$ cat src/pkg/sar_ctrl_pkg.sv
// constants and types for the sampling converter control logic
package sar_ctrl_pkg;

    localparam int unsigned RES_BITS      = 12;
    localparam int unsigned SHORT_BITS    = 8;
    localparam int unsigned CLK_PERIOD_PS = 5000;

    // emulation-mode acquisition delay before hold, in ns
    localparam int unsigned EMU_ACQ_NS    = 1600;
    localparam int unsigned EMU_ACQ_CYC   = (EMU_ACQ_NS * 1000) / CLK_PERIOD_PS;
    // time spent on each approximation step, in ns
    localparam int unsigned STEP_NS       = 500;
    localparam int unsigned STEP_CYC      = (STEP_NS * 1000) / CLK_PERIOD_PS;

    localparam logic [3:0]  LEN_FULL      = 4'hc;
    localparam logic [3:0]  LEN_SHORT     = 4'h8;
    localparam logic [3:0]  LSB_NIBBLE    = 4'h0;
    localparam logic [11:0] RESULT_RESET  = 12'h000;

    typedef enum logic [3:0]
    {
        ST_IDLE    = 4'b0001,
        ST_ACQ     = 4'b0010,
        ST_CONVERT = 4'b0100,
        ST_LATCH   = 4'b1000
    } conv_state_e;

endpackage

$ cat src/core/sar_adc_host_interface.sv
// control and host-interface logic of a 12-bit sampling successive-approximation converter
`timescale 1ns/1ps
// **************************************************************
// Overview of operation
// - start when last of three start inputs true
// - capture length select at start transition
// - short conversion reads low nibble as zero
// - same start delay whichever input completes
// - busy high only during acquisition, conversion and the latch cycle
// - data outputs high impedance while busy
// - start transitions do not restart while busy
// - new start edge while busy recaptures length
// - outputs enabled only read, idle, selected
// - word width high enables all twelve bits
// - high byte carries result bits eleven..four
// - low byte carries bits three..zero, zeros
// - byte groups never enabled together while word width low
// - stand-alone falling edge blanks, high reads
// - control mode holds and converts at once
// - emulation mode inserts acquisition delay first
// - emulation acquisition plus conversion bounded
// - sample-hold tracks again after conversion
// - mode pin low selects emulation mode
// **************************************************************
module sar_adc_host_interface
    import sar_ctrl_pkg::*;
(
    // clock and reset
    input  wire logic                   mclk,
    input  wire logic                   rstn,
    // host control pins
    input  wire logic                   chip_en,
    input  wire logic                   chip_sel_n,
    input  wire logic                   read_conv,
    input  wire logic                   byte_addr_length_sel,
    input  wire logic                   word_width_sel,
    input  wire logic                   mode_sel,
    // comparator from the capacitor array
    input  wire logic                   comp_out,
    // capacitor array drive
    output logic [sar_ctrl_pkg::RES_BITS-1:0] trial_code,
    output logic                        hold,
    // host data pins and status
    output logic [sar_ctrl_pkg::RES_BITS-1:0] data_out,
    output logic [sar_ctrl_pkg::RES_BITS-1:0] data_oe,
    output logic                        busy
);
    import sar_ctrl_pkg::*;

    // **************************************************************
    // input synchronisers
    // **************************************************************
    logic [6:0] sync1;
    logic [6:0] sync2;
    logic [6:0] next_sync1;
    logic       start_prev;
    logic       next_start_prev;

    always_comb
    begin
        next_sync1 = {comp_out, mode_sel, word_width_sel, byte_addr_length_sel, read_conv, chip_sel_n, chip_en};
    end

    always_ff @(posedge mclk)
    begin
        sync1 <= next_sync1;
        sync2 <= sync1;
    end

    logic ce_s, cs_n_s, rc_s, addr_len_s, ww_s, emu_mode, comp_s;
    assign ce_s       = sync2[0];
    assign cs_n_s     = sync2[1];
    assign rc_s       = sync2[2];
    assign addr_len_s = sync2[3];
    assign ww_s     = sync2[4];
    assign emu_mode = ~sync2[5];
    assign comp_s   = sync2[6];

    // all three start inputs seen through the same two register stages, so whichever
    // input completes the condition the start delay is identical
    logic start_cond;
    logic start_edge;
    assign start_cond = ce_s & ~cs_n_s & ~rc_s;
    assign start_edge = start_cond & ~start_prev;

    always_comb
    begin
        next_start_prev = start_cond;
    end

    always_ff @(posedge mclk)
    begin
        if (!rstn)
            start_prev <= 1'b1;
        else
            start_prev <= next_start_prev;
    end

    // **************************************************************
    // conversion sequencer
    // **************************************************************
    conv_state_e state, next_state;
    logic [15:0] timer, next_timer;
    logic [3:0]  step, next_step;
    logic [3:0]  conv_len, next_conv_len;
    logic [11:0] sar, next_sar;
    logic [11:0] result, next_result;
    logic        next_busy, next_hold;

    always_comb
    begin
        next_state    = state;
        next_timer    = timer;
        next_step     = step;
        next_conv_len = conv_len;
        next_sar      = sar;
        next_result   = result;
        next_busy     = busy;
        next_hold     = hold;
        // a start edge while busy only recaptures the length
        if (start_edge)
            next_conv_len = addr_len_s ? LEN_SHORT : LEN_FULL;
        case (state)
            ST_IDLE:
            begin
                if (start_edge)
                begin
                    next_busy  = 1'b1;
                    next_timer = 16'h0000;
                    next_sar   = 12'h800;
                    next_step  = 4'h0;
                    if (emu_mode)
                        next_state = ST_ACQ;
                    else
                    begin
                        next_hold  = 1'b1;
                        next_state = ST_CONVERT;
                    end
                end
            end
            ST_ACQ:
            begin
                if (timer == 16'(EMU_ACQ_CYC - 1))
                begin
                    next_timer = 16'h0000;
                    next_hold  = 1'b1;
                    next_state = ST_CONVERT;
                end
                else
                    next_timer = timer + 16'h0001;
            end
            ST_CONVERT:
            begin
                if (timer == 16'(STEP_CYC - 1))
                begin
                    next_timer = 16'h0000;
                    // keep or drop the trial bit, then try the next one down
                    next_sar[4'd11 - step] = comp_s;
                    // a late recapture to the short length must still end the run
                    if (step + 4'h1 >= conv_len)
                    begin
                        next_state  = ST_LATCH;
                        next_hold   = 1'b0;
                        next_result = (conv_len == LEN_SHORT) ? {next_sar[11:4], LSB_NIBBLE} : next_sar;
                    end
                    else
                    begin
                        next_sar[4'd10 - step] = 1'b1;
                        next_step = step + 4'h1;
                    end
                end
                else
                    next_timer = timer + 16'h0001;
            end
            ST_LATCH:
            begin
                // result already stored, so busy drops one cycle after it
                next_busy   = 1'b0;
                next_state  = ST_IDLE;
            end
            default:
                next_state = ST_IDLE;
        endcase
    end

    always_ff @(posedge mclk)
    begin
        if (!rstn)
        begin
            state    <= ST_IDLE;
            timer    <= 16'h0000;
            step     <= 4'h0;
            conv_len <= LEN_FULL;
            sar      <= RESULT_RESET;
            result   <= RESULT_RESET;
            busy     <= 1'b0;
            hold     <= 1'b0;
        end
        else
        begin
            state    <= next_state;
            timer    <= next_timer;
            step     <= next_step;
            conv_len <= next_conv_len;
            sar      <= next_sar;
            result   <= next_result;
            busy     <= next_busy;
            hold     <= next_hold;
        end
    end

    always_ff @(posedge mclk)
    begin
        if (!rstn)
            trial_code <= RESULT_RESET;
        else
            trial_code <= next_sar;
    end

    // **************************************************************
    // output data path and enables
    // **************************************************************
    logic [11:0] next_data_out, next_data_oe;
    logic        rd_ok;
    assign rd_ok = rc_s & ~busy & ce_s & ~cs_n_s;

    always_comb
    begin
        next_data_out = result;
        next_data_oe  = 12'h000;
        if (rd_ok)
        begin
            if (ww_s)
                next_data_oe = 12'hfff;
            else if (!addr_len_s)
                next_data_oe = 12'hff0;
            else
            begin
                // low nibble group carries result bits 3..0, middle group forced zero
                next_data_out = {result[11:8], 4'h0, result[3:0]};
                next_data_oe  = 12'h0ff;
            end
        end
    end

    always_ff @(posedge mclk)
    begin
        if (!rstn)
        begin
            data_out <= RESULT_RESET;
            data_oe  <= 12'h000;
        end
        else
        begin
            data_out <= next_data_out;
            data_oe  <= next_data_oe;
        end
    end

    // **************************************************************
    // assertions
    // **************************************************************
    a_busy_blanks: assert property (@(posedge mclk) disable iff (!rstn) busy |-> ##1 (data_oe == 12'h000))
        else $error("outputs enabled while busy");
    a_start_busy: assert property (@(posedge mclk) disable iff (!rstn)
        (state == ST_IDLE && start_edge) |=> busy)
        else $error("start edge did not raise busy");
    a_no_restart: assert property (@(posedge mclk) disable iff (!rstn)
        (state == ST_CONVERT && start_edge) |=> state != ST_IDLE)
        else $error("conversion restarted or cut short");
    a_ctrl_hold: assert property (@(posedge mclk) disable iff (!rstn)
        (state == ST_IDLE && start_edge && !emu_mode) |=> hold)
        else $error("control mode did not hold at once");
    a_emu_delay: assert property (@(posedge mclk) disable iff (!rstn)
        (state == ST_IDLE && start_edge && emu_mode) |=> !hold [*8])
        else $error("emulation mode held too early");
    a_latch_first: assert property (@(posedge mclk) disable iff (!rstn)
        $fell(busy) |-> result == $past(conv_len == LEN_SHORT ? {sar[11:4], LSB_NIBBLE} : sar))
        else $error("result not latched before busy fell");
    a_short_zero: assert property (@(posedge mclk) disable iff (!rstn)
        ($fell(busy) && conv_len == LEN_SHORT) |-> result[3:0] == 4'h0)
        else $error("short conversion low nibble not zero");
    a_groups_apart: assert property (@(posedge mclk) disable iff (!rstn)
        !(data_oe[3:0] != 4'h0 && data_oe[11:8] != 4'h0 && data_oe[7:4] != 4'hf))
        else $error("byte groups enabled together");
    a_read_gate: assert property (@(posedge mclk) disable iff (!rstn)
        (data_oe != 12'h000) |-> $past(rd_ok))
        else $error("outputs enabled without read condition");
    a_track_after: assert property (@(posedge mclk) disable iff (!rstn)
        (state == ST_LATCH) |-> !hold)
        else $error("sample-hold not tracking after conversion");

    c_full_conv: cover property (@(posedge mclk) disable iff (!rstn) $fell(busy) && conv_len == LEN_FULL);
    c_short_conv: cover property (@(posedge mclk) disable iff (!rstn) $fell(busy) && conv_len == LEN_SHORT);
    c_emu_conv: cover property (@(posedge mclk) disable iff (!rstn) state == ST_ACQ ##1 state == ST_CONVERT);
    c_low_byte: cover property (@(posedge mclk) disable iff (!rstn) data_oe == 12'h0ff);

endmodule

$ cat config.mk
export PLATFORM = sky130hd
export DESIGN_NAME = sar_adc_host_interface
export DESIGN_NICKNAME = d
export VERILOG_FILES = /design/src/pkg/sar_ctrl_pkg.sv /design/src/core/sar_adc_host_interface.sv
export SDC_FILE = /design/constraint.sdc
export NUM_CORES = 1
export LEC_CHECK = 0
export ABC_AREA = 0
export ABC_CLOCK_PERIOD_IN_PS = 4700
export BUFFER_PORTS_ARGS = -buffer_cell sky130_fd_sc_hd__clkbuf_2
export CORE_MARGIN = 8
export CORE_UTILIZATION = 27
export CTS_BUF_LIST = sky130_fd_sc_hd__clkbuf_2
export DETAILED_ROUTE_END_ITERATION = 7
export GPL_ROUTABILITY_DRIVEN = 0
export GPL_TIMING_DRIVEN = 0
export PLACE_DENSITY = 0.52
export SLEW_MARGIN = 20
export SYNTH_ARGS = -nofsm -noshare
export SYNTH_HDL_FRONTEND = slang
export SYNTH_SLANG_ARGS = --single-unit
export TNS_END_PERCENT = 20
$ cat constraint.sdc
create_clock -name mclk -period 4.7 [get_ports mclk]
set_clock_uncertainty 0.1 [all_clocks]
set_input_delay 0 -clock mclk [delete_from_list [all_inputs] [get_ports mclk]]
set_output_delay 0 -clock mclk [all_outputs]
set_load 0.005 [all_outputs]
==> flow_summary_export.csv <==
group,metric,value,unit
run_status,outcome,"completed",
sta,relSlewSlack,39.4,%
worst_setup_path,r2r_start,"step[0]$_SDFFE_PN0P_",
drt,wl,8.62,mm
yosys,synth-seq-area-share,46.2,%
clock_tree,cts_buffers,9,
yosys,synth_edf_count,0,
worst_setup_path,slowest_stage,"a21boi_0",
die,io_pins,47,
worst_setup_path,path_delay_family,"compound AO/OA/AOI/OAI gates",
worst_setup_path,worst-path-stages,10,
placed_design,hpwl,6.26,mm
power_and_ir_drop,powerDensity,267,mW/mm^2
yosys,synth.avg_cell_area,9.39,um^2
clock_tree,cts-root-buf,"clkbuf_2",
die,design.die.area,0.0169,mm^2
yosys,synth_cell_type_count,55,
sta,setup_tns,0,ns
cells_and_area,final_cell_area,0.00422,mm^2
sta,setup_violations,0,
clock_tree,cts_max_level,3,
run,cap_viol_max_count,0,
yosys,synth_top_flop_cell,"dfxtp_1",
die,die_w,130,um
worst_setup_path,path_cells,"ha_1, clkbuf_1, xnor2_1, ha_1, a21boi_0, or2_2, buf_2, buf_2, a31oi_1, a211oi_1",
placed_design,place_area,0.00396,mm^2
power_and_ir_drop,peakVddDrop,0.0703,mV
grt,grt_max_degree,14,
cells_and_area,final_cell_mix,"dfxtp_1, clkbuf_2, nand2_1, nor2_1, a21oi_1",
worst_setup_path,cp_max_fo,10,
sta,rsz0062_at_grt,"no",
die,start_util,27.7,%
drt,routed_via_density,4.64,
cells_and_area,fin_nets,461,
clock_tree,cts_tree,"built",
worst_setup_path,slowest_delay,0.51,ns
grt,grt_pass1_wl,14.4,mm
clock_tree,clk_latency,0.52,ns
die,coreArea,0.0127,mm^2
worst_setup_path,required,5.03,ns
yosys,syn-num-nets,389,
worst_setup_path,cp-startpoint,"step[0]$_SDFFE_PN0P_",
sta,fin_crit_sh,67.3,%
die,chipHeight,130,um
die,rows,41,
placed_design,portBuffers,46,
cells_and_area,synthToLayoutAreaGrowth,20.1,%
clock_tree,clkTransAtPathRegs,0.22,ns
yosys,synth_seq_cells,81,
yosys,syn_area,0.00351,mm^2
drt,ant_nets,0,
sta,finalMaxSlewViolations,0,
cells_and_area,drive_gt1_share,20.2,%
clock_tree,cts_sinks,81,
worst_setup_path,critPathKind,"register to register",
worst_setup_path,crit_buf_inv,3,
sta,worst_pin_slew,0.903,ns
worst_setup_path,crit_path_end_kind,"register",
yosys,ys_async_sr_fraction,0,%
drt,dr_total_vias,2895,
yosys,synthCells,374,
worst_setup_path,cp-endpoint,"step[2]$_SDFFE_PN0P_",
drt,drtIter0Drc,156,
drt,wl_per_cell,13.8,um
grt,antenna_found_initial,1,
sta,fin_crit,3.16,ns
drt,dr.pass1.iters,4,
cells_and_area,final_common_cell,"dfxtp_1",
grt,track_usage,10.8,%
worst_setup_path,timing.rr.end,"step[2]$_SDFFE_PN0P_",
yosys,yosysWarnings,0,
worst_setup_path,cp-start-kind,"register",
sta,max_freq,316,MHz
clock_tree,clk_path_buf_depth,2,
sta,hold_violations,0,
hold_path,hold_class,"input port to register",
grt,grt_pass1_vias,2890,
hold_path,min_path_cells,3,
power_and_ir_drop,p_leak,1.67,nW
drt,route.detailed.drc,0,
worst_setup_path,r2r_slack,1.54,ns
grt,grt_overflow,0,
worst_setup_path,reg2regPathDepth,10,
worst_setup_path,arrival,3.50,ns
cells_and_area,fillers,1331,
cell type report:
type | count | area [um^2] | share of cell area (%)
diodes | 1 | 2.50 | 0.0593
plain buffers | 28 | 149 | 3.53
clock buffers | 10 | 50.0 | 1.19
clock inverters | 6 | 58.8 | 1.39
inverters | 9 | 33.8 | 0.801
multi-input cells | 256 | 1710 | 40.5
flip-flops and latches | 81 | 1620 | 38.4
well taps | 172 | 215 | 5.10
repair buffers | 61 | 380 | 9.02
Yosys cell counts, types with 6 or more instances:
cell type	instances	area (um^2)
dfxtp_1	81	1620
nand2_1	32	120
nor2_1	32	120
a21oi_1	23	115
nand3_1	21	105
and2_1	13	81.3
clkbuf_1	13	48.8
mux2i_1	12	120
a311oi_1	11	96.3
a211oi_1	10	75.1
buf_4	10	75.1
inv_1	9	33.8
nor3_1	9	45.0
o21ai_0	9	45.0
xnor2_1	7	61.3
ha_1	6	75.1
xor2_1	6	52.6
sequential cells by signal, summed over array words and instances, names as in the netlist:
signal / count
step: 4
sync1: 7
data_out: 12
busy: 1
start_prev: 1
hold: 1
conv_len: 1
result: 12
trial_code: 12
sync2: 7
state: 4
timer: 16
data_oe: 3
repair_timing:
item,CTS,global route
gates resized for setup,0,0
endpoints found under the hold margin,22,0
hold buffers,15,0
setup buffers,0,0
routing by layer:
metal | share of wire [%] | up-vias | wire (um) | track usage, %
li1 | - | 1489 | - | -
met1 | 46 | 1327 | 4000 | 13.7
met2 | 45 | 68 | 3850 | 16.7
met3 | 6.8 | 11 | 586 | 2.82
met4 | 2.1 | 0 | 179 | 5.46
met5 | 0 | - | 0 | 0
how the worst min path moves through the flow:
stage                         from                     end  slack, ns
after global placement    mode_sel        sync1[5]$_DFF_P_      0.005
final                         rstn  data_out[0]$_SDFF_PN0_       0.16
after global routing          rstn  data_out[0]$_SDFF_PN0_       0.17
after CTS                     rstn  data_out[0]$_SDFF_PN0_        0.1
after detailed placement  comp_out        sync1[6]$_DFF_P_      0.004
after floorplan            chip_en        sync1[0]$_DFF_P_      -0.07
logic make-up after synthesis:
kind of cell	synth area share, %
AO/OA/AOI/OAI	15.3
XOR/XNOR	3.24
AND/OR/NAND/NOR	23.5
adder cells (fa/ha/maj)	2.14
flip-flops	46.2
buffers and inverters	5.20
multiplexers	4.38
worst reg2reg max path: stages (launching register included):
cell      delay [ns]
dfxtp_1         0.47
ha_1            0.19
clkbuf_1        0.37
xnor2_1         0.18
ha_1            0.24
a21boi_0        0.51
or2_2           0.21
buf_2           0.20
buf_2           0.26
a31oi_1         0.11
a211oi_1        0.25
stage by stage:
| step | utilization (%) | std cells | hold WS (ns) | total power [W] | setup WS, ns |
|---|---|---|---|---|---|
| final | 33.3 | 624 | 0.157 | 0.00113 | 1.54 |
| after global routing | 33.3 | 624 | 0.169 | 0.00118 | 1.26 |
| after CTS | 33.3 | 623 | 0.0973 | 0.00115 | 1.54 |
| after detailed placement | 31.2 | 592 | 0.00407 | 0.000776 | 1.59 |
| after global placement | 31.2 | 592 | 0.00490 | 0.000775 | 1.56 |
| after floorplan | - | 374 | -0.0723 | 0.000754 | 1.99 |
where the power goes:
part	internal [W]	switching (W)
clock	0.000121	0.000235
combinational	0.0000298	0.0000315
sequential	0.000700	0.00000972
No activity file was read; power rests on OpenSTA's default activity.
